[config.mk]
export PLATFORM = sky130hd
export DESIGN_NAME = dfm_monitor
export DESIGN_NICKNAME = d
export VERILOG_FILES = /design/src/pkg/dfm_pkg.sv /design/src/hw/dfm_monitor.sv /design/src/hw/dfm_persist.sv
export SDC_FILE = /design/constraint.sdc
export NUM_CORES = 2
export LEC_CHECK = 0
export ABC_AREA = 1
export BUFFER_PORTS_ARGS = -buffer_cell sky130_fd_sc_hd__buf_2
export CAP_MARGIN = 20
export CORE_AREA = 2 2 239 335
export DETAILED_ROUTE_END_ITERATION = 6
export DIE_AREA = 0 0 241 337
export PLACE_DENSITY = 0.84
export SETUP_SLACK_MARGIN = 0.15
export SLEW_MARGIN = 5
export SYNTH_ARGS = -nofsm -noshare
export SYNTH_HDL_FRONTEND = slang
export SYNTH_HIERARCHICAL = 1
export SYNTH_SLANG_ARGS = --single-unit
[constraint.sdc]
create_clock -name clk -period 8.6 [get_ports clk]
set_clock_uncertainty 0.2 [all_clocks]
set_input_delay 0.86 -clock clk [delete_from_list [all_inputs] [get_ports clk]]
set_output_delay 0.86 -clock clk [all_outputs]
set_load 0.05 [all_outputs]
[src/pkg/dfm_pkg.sv]
// Constants and register layout of the drive fault monitor
package dfm_pkg;
  // ==========================================================
  // Clock and persistence times
  localparam int unsigned CLK_MHZ     = 20;
  localparam int unsigned T_BUS_US    = 6_000;
  localparam int unsigned T_AMB_US    = 3_000_000;
  localparam int unsigned T_TEMP_US   = 300_000;
  localparam int unsigned T_SUPPLY_US = 30_000;
  localparam int unsigned T_PDOWN_US  = 2_000;
  localparam int unsigned T_DVDT_MS   = 2;
  localparam int unsigned CYC_BUS     = T_BUS_US * CLK_MHZ;
  localparam int unsigned CYC_AMB     = T_AMB_US * CLK_MHZ;
  localparam int unsigned CYC_TEMP    = T_TEMP_US * CLK_MHZ;
  localparam int unsigned CYC_SUPPLY  = T_SUPPLY_US * CLK_MHZ;
  localparam int unsigned CYC_PDOWN   = T_PDOWN_US * CLK_MHZ;

  // ==========================================================
  // Register byte offsets
  localparam logic [7:0] A_FAULT    = 8'h00;
  localparam logic [7:0] A_CLEAR    = 8'h04;
  localparam logic [7:0] A_STATUS   = 8'h08;
  localparam logic [7:0] A_CONFIG   = 8'h0C;
  localparam logic [7:0] A_LIM_BASE = 8'h10;
  localparam int         CLR_BIT    = 0;

  // Config fields: feedback selectors and encoder nominal
  localparam int         CFG_COMM   = 0;
  localparam int         CFG_POS    = 2;
  localparam int         CFG_VEL    = 4;
  localparam int         CFG_ENC    = 6;
  localparam logic [7:0] CFG_RST    = 8'h00;
  localparam logic [1:0] SEL_RES    = 2'h1;
  localparam logic [1:0] SEL_ENC    = 2'h2;
  localparam logic [1:0] RES_ST_OK  = 2'h0;
  localparam logic [1:0] RES_ST_BAD = 2'h2;

  // ==========================================================
  // Limit table indices and reset values
  localparam int LIM_OV    = 0;
  localparam int LIM_UV    = 1;
  localparam int LIM_DVDT  = 2;
  localparam int LIM_AMB   = 3;
  localparam int LIM_BRG   = 4;
  localparam int LIM_MOT   = 5;
  localparam int LIM_REGEN = 6;
  localparam int LIM_PD    = 7;
  localparam int LIM_ADC   = 8;
  localparam int NUM_LIM   = 9;
  // Index 8 first: upper limits open, lower limits at zero
  localparam logic [NUM_LIM-1:0][15:0] LIM_RST = {
    16'h7FFF, 16'h0000, 16'h7FFF, 16'h7FFF, 16'h7FFF,
    16'h7FFF, 16'h7FFF, 16'h0000, 16'h7FFF};

  // ==========================================================
  // Fault word bit positions
  localparam int F_SHORT = 0;
  localparam int F_OVERV = 1;
  localparam int F_REGEN = 2;
  localparam int F_AMB   = 3;
  localparam int F_BRG   = 4;
  localparam int F_MOT   = 5;
  localparam int F_ENC   = 6;
  localparam int F_RES   = 7;
  localparam int F_LOGIC = 8;
  localparam int F_NVM   = 9;
  localparam int F_BUS   = 11;
  localparam int F_PROG  = 12;
  localparam int F_CURR  = 13;
  localparam int F_BOARD = 14;

  // Persistence timer slots
  localparam int TM_OV   = 0;
  localparam int TM_UV   = 1;
  localparam int TM_AMB  = 2;
  localparam int TM_BRG  = 3;
  localparam int TM_MOT  = 4;
  localparam int TM_ENC  = 5;
  localparam int TM_3V3  = 6;
  localparam int TM_P15  = 7;
  localparam int TM_N15  = 8;
  localparam int TM_24V  = 9;
  localparam int NUM_TMR = 10;

  // ==========================================================
  // Supply windows in millivolts, encoder tolerance and resolver threshold
  localparam logic signed [15:0] V33_LO  = 16'sh0B40;
  localparam logic signed [15:0] V33_HI  = 16'sh0E56;
  localparam logic signed [15:0] P15_LO  = 16'sh31CE;
  localparam logic signed [15:0] P15_HI  = 16'sh4362;
  localparam logic signed [15:0] N15_LO  = -16'sh4362;
  localparam logic signed [15:0] N15_HI  = -16'sh31CE;
  localparam logic signed [15:0] REF_LO  = 16'sh08CA;
  localparam logic signed [15:0] REF_HI  = 16'sh0ABE;
  localparam logic        [15:0] ENC_5V  = 16'h1388;
  localparam logic        [15:0] ENC_8V  = 16'h1F40;
  localparam logic        [15:0] ENC_12V = 16'h2EE0;
  localparam int unsigned        ENC_TOL = 15;
  localparam int                 RES_SH  = 16;
  localparam logic        [16:0] RES_THR = 17'h0_1F40;
endpackage : dfm_pkg

[src/hw/dfm_monitor.sv]
// Drive fault monitor: limits, persistence and latched faults
//
// Overview of operation
// - Each fault latches until cleared by fieldbus, digital input or UI.
// - Short circuit on regen, upper or lower switch short signal.
// - Bus over-voltage when bus above upper limit over 6 ms.
// - Regen fault on init failure or filtered power above capability.
// - Ambient over-temperature when above maximum over 3 s.
// - Bridge over-temperature when above maximum over 300 ms.
// - Motor over-temperature when above maximum over 300 ms.
// - Encoder fault when mask nonzero and a selector chooses encoder.
// - Encoder mask: comms, amplitude loss, type, gain, offset bits.
// - Encoder fault when encoder supply off nominal by 15% over 30 ms.
// - Resolver fault when a selector chooses resolver and status is 2.
// - Resolver status set when squared sums over 2^16 reach 8000.
// - Logic supply fault when 3.3 V or +-15 V rails out over 30 ms.
// - Logic supply fault when 24 V below power-down limit 2 ms.
// - Logic supply fault at once when 2.5 V reference out of window.
// - Database fault on address, start-up, storage or background errors.
// - Bus fault when bus below lower limit over 6 ms.
// - Bus fault when sample step exceeds rate limit times 2 ms.
// - Current loop fault when phase A or B offset beyond limit.
// - Board fault on flash, logic, loop-back or serial setup failure.
// - Programming fault on database, task, overrun or exception error.
`timescale 1ns/1ps
`default_nettype none
module dfm_monitor #(
  parameter int unsigned CYC_BUS    = dfm_pkg::CYC_BUS,
  parameter int unsigned CYC_AMB    = dfm_pkg::CYC_AMB,
  parameter int unsigned CYC_TEMP   = dfm_pkg::CYC_TEMP,
  parameter int unsigned CYC_SUPPLY = dfm_pkg::CYC_SUPPLY,
  parameter int unsigned CYC_PDOWN  = dfm_pkg::CYC_PDOWN
) (
  input  wire logic               clk,
  input  wire logic               reset,
  input  wire logic        [7:0]  reg_addr,
  input  wire logic        [31:0] reg_wdata,
  input  wire logic               reg_wr,
  input  wire logic               reg_rd,
  output logic             [31:0] reg_rdata,
  input  wire logic               clr_fieldbus,
  input  wire logic               clr_din,
  input  wire logic               sc_regen,
  input  wire logic               sc_upper,
  input  wire logic               sc_lower,
  input  wire logic               regen_init_fail,
  input  wire logic signed [15:0] regen_power,
  input  wire logic signed [15:0] bus_voltage,
  input  wire logic               bus_sample,
  input  wire logic signed [15:0] ambient_temp,
  input  wire logic signed [15:0] bridge_temp,
  input  wire logic signed [15:0] motor_temp,
  input  wire logic        [4:0]  enc_fault_mask,
  input  wire logic signed [15:0] enc_supply,
  input  wire logic signed [15:0] res_sine_sum,
  input  wire logic signed [15:0] res_cosine_sum,
  input  wire logic signed [15:0] supply_3v3,
  input  wire logic signed [15:0] supply_p15,
  input  wire logic signed [15:0] supply_n15,
  input  wire logic signed [15:0] supply_24v,
  input  wire logic signed [15:0] supply_ref,
  input  wire logic signed [15:0] ia_offset,
  input  wire logic signed [15:0] ib_offset,
  input  wire logic        [3:0]  nvm_err,
  input  wire logic        [3:0]  board_err,
  input  wire logic        [3:0]  prog_err,
  output logic             [15:0] fault_word,
  output logic                    fault_any
);
  localparam int NL = dfm_pkg::NUM_LIM;
  localparam int NT = dfm_pkg::NUM_TMR;
  localparam int unsigned TMR_CYC [NT] = '{
    CYC_BUS, CYC_BUS, CYC_AMB, CYC_TEMP, CYC_TEMP,
    CYC_SUPPLY, CYC_SUPPLY, CYC_SUPPLY, CYC_SUPPLY, CYC_PDOWN};

  typedef struct packed {
    logic        [15:0]       fault;
    logic        [7:0]        cfg;
    logic        [1:0]        res_stat;
    logic signed [15:0]       bus_prev;
    logic                     prev_ok;
    logic        [31:0]       rdata;
    logic        [NL-1:0][15:0] lim;
  } dfm_state_t;

  localparam dfm_state_t ST_RST = '{
    fault: '0, cfg: dfm_pkg::CFG_RST,
    res_stat: dfm_pkg::RES_ST_OK, bus_prev: '0,
    prev_ok: 1'b0, rdata: '0, lim: dfm_pkg::LIM_RST};

  dfm_state_t q;
  dfm_state_t d;

  // ==========================================================
  // Shared decoders
  function automatic logic out_win(
    input logic signed [15:0] v,
    input logic signed [15:0] lo,
    input logic signed [15:0] hi);
    return (v < lo) || (v > hi);
  endfunction : out_win

  function automatic logic sel_any(
    input logic [7:0] cfg,
    input logic [1:0] code);
    return (cfg[dfm_pkg::CFG_COMM +: 2] == code) ||
           (cfg[dfm_pkg::CFG_POS +: 2] == code) ||
           (cfg[dfm_pkg::CFG_VEL +: 2] == code);
  endfunction : sel_any

  function automatic logic out_sym(
    input logic signed [15:0] v,
    input logic        [15:0] lim);
    logic signed [16:0] vw;
    logic signed [16:0] lw;
    vw = {v[15], v};
    lw = {1'b0, lim};
    return (vw > lw) || (vw < -lw);
  endfunction : out_sym

  // ==========================================================
  // Register decode
  logic [7:0]  lim_off;
  logic [3:0]  lim_idx;
  logic        lim_hit;
  logic        clr_any;

  assign lim_off = reg_addr - dfm_pkg::A_LIM_BASE;
  assign lim_idx = lim_off[5:2];
  assign lim_hit = (reg_addr >= dfm_pkg::A_LIM_BASE) &&
                   (lim_off[7:2] < 6'(NL)) &&
                   (lim_off[1:0] == 2'b00);
  // Any of the three requesters clears every latch
  assign clr_any = clr_fieldbus || clr_din ||
                   (reg_wr && reg_addr == dfm_pkg::A_CLEAR &&
                    reg_wdata[dfm_pkg::CLR_BIT]);

  // ==========================================================
  // Derived quantities
  logic signed [31:0] sin_sq;
  logic signed [31:0] cos_sq;
  logic        [32:0] res_sum;
  logic               res_bad;
  logic        [15:0] enc_nom;
  logic signed [15:0] enc_lo;
  logic signed [15:0] enc_hi;
  logic signed [16:0] dv;
  logic        [16:0] dv_abs;
  logic        [16:0] dv_max;
  logic               dv_bad;

  // Squares never go negative, so zero-extend the sum
  assign sin_sq  = res_sine_sum * res_sine_sum;
  assign cos_sq  = res_cosine_sum * res_cosine_sum;
  assign res_sum = {1'b0, sin_sq} + {1'b0, cos_sq};
  assign res_bad = res_sum[32:dfm_pkg::RES_SH] >= dfm_pkg::RES_THR;

  // Nominal encoder supply; code 3 also means 12 V
  always_comb
  begin
    unique case (q.cfg[dfm_pkg::CFG_ENC +: 2])
      2'h0:    enc_nom = dfm_pkg::ENC_5V;
      2'h1:    enc_nom = dfm_pkg::ENC_8V;
      default: enc_nom = dfm_pkg::ENC_12V;
    endcase
  end
  assign enc_lo = 16'((32'(enc_nom) * (100 - dfm_pkg::ENC_TOL)) / 100);
  assign enc_hi = 16'((32'(enc_nom) * (100 + dfm_pkg::ENC_TOL)) / 100);

  // Step between bus samples against rate limit times 2 ms
  assign dv     = {bus_voltage[15], bus_voltage} -
                  {q.bus_prev[15], q.bus_prev};
  assign dv_abs = dv[16] ? 17'(-dv) : 17'(dv);
  assign dv_max = 17'({1'b0, q.lim[dfm_pkg::LIM_DVDT]} *
                      dfm_pkg::T_DVDT_MS);
  assign dv_bad = bus_sample && q.prev_ok && (dv_abs > dv_max);

  // ==========================================================
  // Persistence timers, one per supervised level
  logic [NT-1:0] tcond;
  logic [NT-1:0] tmr_exp;

  always_comb
  begin
    tcond = '0;
    tcond[dfm_pkg::TM_OV]  = bus_voltage >
                             $signed(q.lim[dfm_pkg::LIM_OV]);
    tcond[dfm_pkg::TM_UV]  = bus_voltage <
                             $signed(q.lim[dfm_pkg::LIM_UV]);
    tcond[dfm_pkg::TM_AMB] = ambient_temp >
                             $signed(q.lim[dfm_pkg::LIM_AMB]);
    tcond[dfm_pkg::TM_BRG] = bridge_temp >
                             $signed(q.lim[dfm_pkg::LIM_BRG]);
    tcond[dfm_pkg::TM_MOT] = motor_temp >
                             $signed(q.lim[dfm_pkg::LIM_MOT]);
    tcond[dfm_pkg::TM_ENC] = out_win(enc_supply, enc_lo, enc_hi);
    tcond[dfm_pkg::TM_3V3] = out_win(supply_3v3,
                             dfm_pkg::V33_LO, dfm_pkg::V33_HI);
    tcond[dfm_pkg::TM_P15] = out_win(supply_p15,
                             dfm_pkg::P15_LO, dfm_pkg::P15_HI);
    tcond[dfm_pkg::TM_N15] = out_win(supply_n15,
                             dfm_pkg::N15_LO, dfm_pkg::N15_HI);
    tcond[dfm_pkg::TM_24V] = supply_24v <
                             $signed(q.lim[dfm_pkg::LIM_PD]);
  end

  for (genvar i = 0; i < NT; i++)
  begin : g_tmr
    dfm_persist #(
      .CYC     (TMR_CYC[i])
    ) u_tmr (
      .clk     (clk),
      .reset   (reset),
      .cond    (tcond[i]),
      .expired (tmr_exp[i])
    );
  end

  // ==========================================================
  // Fault set terms
  logic [15:0] set_vec;
  logic        enc_hit;
  logic        ref_bad;

  assign enc_hit = (enc_fault_mask != 5'h00) &&
                   sel_any(q.cfg, dfm_pkg::SEL_ENC);
  assign ref_bad = out_win(supply_ref,
                           dfm_pkg::REF_LO, dfm_pkg::REF_HI);

  always_comb
  begin
    set_vec = '0;
    set_vec[dfm_pkg::F_SHORT] = sc_regen || sc_upper || sc_lower;
    set_vec[dfm_pkg::F_OVERV] = tmr_exp[dfm_pkg::TM_OV];
    set_vec[dfm_pkg::F_REGEN] = regen_init_fail ||
      (regen_power > $signed(q.lim[dfm_pkg::LIM_REGEN]));
    set_vec[dfm_pkg::F_AMB]   = tmr_exp[dfm_pkg::TM_AMB];
    set_vec[dfm_pkg::F_BRG]   = tmr_exp[dfm_pkg::TM_BRG];
    set_vec[dfm_pkg::F_MOT]   = tmr_exp[dfm_pkg::TM_MOT];
    set_vec[dfm_pkg::F_ENC]   = enc_hit ||
                                tmr_exp[dfm_pkg::TM_ENC];
    set_vec[dfm_pkg::F_RES]   = sel_any(q.cfg, dfm_pkg::SEL_RES) &&
      (q.res_stat == dfm_pkg::RES_ST_BAD);
    set_vec[dfm_pkg::F_LOGIC] = tmr_exp[dfm_pkg::TM_3V3] ||
      tmr_exp[dfm_pkg::TM_P15] || tmr_exp[dfm_pkg::TM_N15] ||
      tmr_exp[dfm_pkg::TM_24V] || ref_bad;
    set_vec[dfm_pkg::F_NVM]   = |nvm_err;
    set_vec[dfm_pkg::F_BUS]   = tmr_exp[dfm_pkg::TM_UV] ||
                                dv_bad;
    set_vec[dfm_pkg::F_PROG]  = |prog_err;
    set_vec[dfm_pkg::F_CURR]  = out_sym(ia_offset,
      q.lim[dfm_pkg::LIM_ADC]) ||
      out_sym(ib_offset, q.lim[dfm_pkg::LIM_ADC]);
    set_vec[dfm_pkg::F_BOARD] = |board_err;
  end

  // ==========================================================
  // Next state: latches, registers, bus sample history
  always_comb
  begin
    d = q;
    d.rdata = '0;
    // A new event beats a clear in the same cycle
    d.fault = (q.fault & ~{16{clr_any}}) | set_vec;
    d.res_stat = res_bad ? dfm_pkg::RES_ST_BAD
                         : dfm_pkg::RES_ST_OK;
    if (bus_sample)
    begin
      d.bus_prev = bus_voltage;
      d.prev_ok  = 1'b1;
    end
    if (reg_wr)
    begin
      if (reg_addr == dfm_pkg::A_CONFIG)
        d.cfg = reg_wdata[7:0];
      if (lim_hit)
        d.lim[lim_idx] = reg_wdata[15:0];
    end
    // Unmapped or write-only addresses read as zero
    if (reg_rd)
    begin
      if (lim_hit)
        d.rdata = 32'(q.lim[lim_idx]);
      else if (reg_addr == dfm_pkg::A_FAULT)
        d.rdata = 32'(q.fault);
      else if (reg_addr == dfm_pkg::A_STATUS)
        d.rdata = 32'({q.res_stat, enc_fault_mask});
      else if (reg_addr == dfm_pkg::A_CONFIG)
        d.rdata = 32'(q.cfg);
    end
  end

  always_ff @(posedge clk)
  begin
    if (reset)
      q <= ST_RST;
    else
      q <= d;
  end

  // Outputs straight from the state register
  assign reg_rdata  = q.rdata;
  assign fault_word = q.fault;
  assign fault_any  = |q.fault;
endmodule : dfm_monitor
`default_nettype wire

[src/hw/dfm_persist.sv]
// Persistence timer: flags a condition held past a count
`timescale 1ns/1ps
`default_nettype none
module dfm_persist #(
  parameter int unsigned CYC = 4
) (
  input  wire logic clk,
  input  wire logic reset,
  input  wire logic cond,
  output logic      expired
);
  localparam int unsigned  W    = $clog2(CYC + 1);
  localparam logic [W-1:0] LAST = W'(CYC);

  typedef struct packed {
    logic [W-1:0] cnt;
  } dfm_tmr_t;

  dfm_tmr_t q;
  dfm_tmr_t d;

  // ==========================================================
  // Count while held, restart on any gap, saturate at end
  always_comb
  begin
    d = q;
    if (!cond)
      d.cnt = '0;
    else if (q.cnt != LAST)
      d.cnt = q.cnt + 1'b1;
  end

  always_ff @(posedge clk)
  begin
    if (reset)
      q <= '{cnt: '0};
    else
      q <= d;
  end

  // Fires only after CYC+1 held cycles, i.e. more than CYC
  assign expired = cond && (q.cnt == LAST);
endmodule : dfm_persist
`default_nettype wire

==> summary.md <==
| Metric | Value |
|---|---|
| Initial antenna violation count | 14 |
| Synth cell count leaders | inv_1 (1,365), nand2_1 (1,283), nor2_1 (574) |
| Critical path's most frequent cell | nand2_1 |
| Core area | about 78,000 um2 |
| Crit-path leading delay family | adder cells |
| Worst EP required | between 8 and 9 ns |
| Final Cell Area | 51,900 um2 |
| Synth Cell Area | 48,000 um2 |
| Area Growth Syn to Fin | 8.05% |
| TritonCTS clock tree | yes |
| Vias in the first global route | 44,700 |
| Cells after Synth | between 6,000 and 7,000 |
| DR vias | 45,000 |
| First-pass GRT wire length | approximately 220,000 um |
| RSZ-0062 raised after global routing | false |
| Ys async rst share | 0% |
| Hold Buf Count CTS | 0 |
| Cell variety after synth | between 60 and 70 |
| Synth top area share | 20.1% |
| Worst-skew pair later-pin latency | 0.63 ns |
| Largest net degree at the start of global routing | 91 |
| Measured slew at the worst slew-check pin | 1.01 ns |
| Slew Limit Fails | 0 |
| First drt pass iteration count | 7 |
| Final setup viols | 0 |
| Fraction of layout cells with a size suffix above 1 | 8.94% |
| Minimum clock period | a little under 8 ns |
| DRT Wirelength | between 100,000 and 150,000 um |
| Rows | 122 |
| H-tree depth | 2 |
| # resized after CTS | 0 |
| IO buf count | 324 |
| Worst setup margin | just over 0.8 ns |
| Filler cells | between 6,000 and 7,000 |
| Register area share after synthesis | 16.8% |
| Synthesized flop and latch total | between 400 and 500 |
| Final non-filler cell total | between 8,000 and 9,000 |
| DR DRC count | 0 |
| Grt ovf | 0 |
| Routed WL per cell | 17.8 um |
| Most used flip-flop cell after synthesis | dfxtp_1 |
| Hold Crit Class | flip-flop to flip-flop |
| DIE AREA | between 80,000 and 90,000 um2 |
| Final setup TNS | 0 ns |
| Synth Area per Inst | slightly above 7 um2 |
| Placed cells | between 7,000 and 8,000 |
| Fmax | ~0.13 GHz |
| Buf+Inv Stages, Crit Path | 6 |
| Most common cell in the synthesized netlist | inv_1 |
| Data arrival, critical path | 8.11 ns |
| CP max stage cell | fa_1 |
| Post-place setup slack | 0.243 ns |
| TritonCTS Buffers | 44 |
| Vias/cell | 5.61 |
| Die W | 241 um |
| Clock root buffer | clkbuf_16 |
| Final period util | approximately nine tenths |
| Worst setup path category | input pin to flip-flop |
| Post-CTS Setup Inserts | 0 |
| Initial drt markers | 3,380 |
| Hpwl dp | 117,000 um |
| Final layout net count | around 8,200 |
| CTS clock-pin slew for the worst setup and hold paths | 0.07 ns |
| Status | completed |
| Final Hold Viols | 0 |
| Clock tree buffer depth | 3 |
| Max Cap Viol | 0 |
| EDFF count, synth | 0 |
| Ys Warns | 6 |
| Starting Density | 61.2% |
| Antenna-violating nets left | 0 |
| Startpoint types | input pin |
| CP max FO | 14 |
| Die height | between 300 and 400 um |
| GR Util All Layers | 35.3% |
| Clock Sinks | just over 400 |
| Placed cell areas | 50,200 um2 |
| GP Congestion | 1.00 |
| Largest cells by area after synthesis | fa_1 (20%), dfxtp_1 (17%), ha_1 (12%) |
| Slew headroom | 32.7% |
| Area leader, netlist | fa_1 |
| Worst setup EP type | flip-flop |
| IO Count | 357 |
| Max incr delay on CP | 0.58 ns |
-- metrics by stage --
step                util (%)  hold slack (ns)
finish                  66.1            0.263
floorplan                  -            0.233
CTS                     66.0            0.263
global placement        64.0            0.245
detailed placement      64.0            0.253
global route            66.1            0.278
-- layout make-up --
type	instances	area, um2	area share (%)
Multi-Input combinational cell	4717	33700	65.0
Clock buffer	61	1240	2.40
Clock inverter	21	318	0.613
Inverter	1389	5210	10.1
Sequential cell	404	8090	15.6
Tap cell	1054	1320	2.54
Antenna cell	10	25.0	0.0482
Timing Repair Buffer	365	1950	3.77
-- flip-flops by register name, indices dropped and copies added, names as in the netlist --
register,count
q,170
reg_rdata,16
g_tmr.u_tmr/q,202
fault_word,16
-- cells in the final DEF (no fill, tap or decap), types with 28 or more instances in the layout --
cell type     n
clkbuf_16    44
o21ai_1      68
nor2_1      574
xnor2_1      42
nor2_4       30
fa_1        481
nand4_1     122
nor2_2       49
o22ai_1      32
dfxtp_1     404
xor2_1       91
buf_4        39
o21ai_0     309
nand2_1    1283
nand2_2      29
nor3_1       70
nand3_1     252
buf_2       323
o211ai_1     28
inv_1      1365
a21oi_1     555
ha_1        470
-- per-layer routing --
layer	vias up	track usage, %	share of wire (%)
met5	-	0	0.027
met2	1757	62.8	49
met1	21100	39.0	36
li1	21500	-	-
met3	553	5.23	7.7
met4	6	22.7	7.2
-- final timing paths --
| check | from | to | slack [ns] | cells past startpoint |
|---|---|---|---|---|
| worst min register to register | g_tmr[1].u_tmr/q[7] | g_tmr[1].u_tmr/q[7] | 0.26 | 2 |
| worst min-delay path | g_tmr[1].u_tmr/q[7] | g_tmr[1].u_tmr/q[7] | 0.26 | 2 |
| worst max register to register | q[202] | g_tmr[5].u_tmr/q[3] | 3.64 | 20 |
| worst max-delay path | res_sine_sum[1] | q[194] | 0.82 | 31 |
-- kinds of logic (layout without fill, tap and decap cells) --
group | after synthesis | count (layout) | synth area share (%)
flip-flops | 404 | 404 | 16.8
XOR/XNOR | 134 | 134 | 2.46
other | 1 | 27 | 0.00781
adder cells (fa/ha/maj) | 951 | 951 | 32.3
AO/OA/AOI/OAI | 1102 | 1102 | 12.4
multiplexers | 1 | 1 | 0.0209
buffers and inverters | 1602 | 1836 | 13.1
AND/OR/NAND/NOR | 2512 | 2512 | 22.9
-- worst register-to-register path, delay by kind of cell, from the launching register on --
family,cells,cell delay (ns)
buffers and inverters,4,0.70
DFF,1,0.43
adders and majority gates,2,0.69
and+or+nand+nor,7,1.54
AOI/OAI and AO/OA,7,1.35
Power is not shown: default switching activity piles up to over one toggle a cycle in this logic, so the estimate is an artifact.
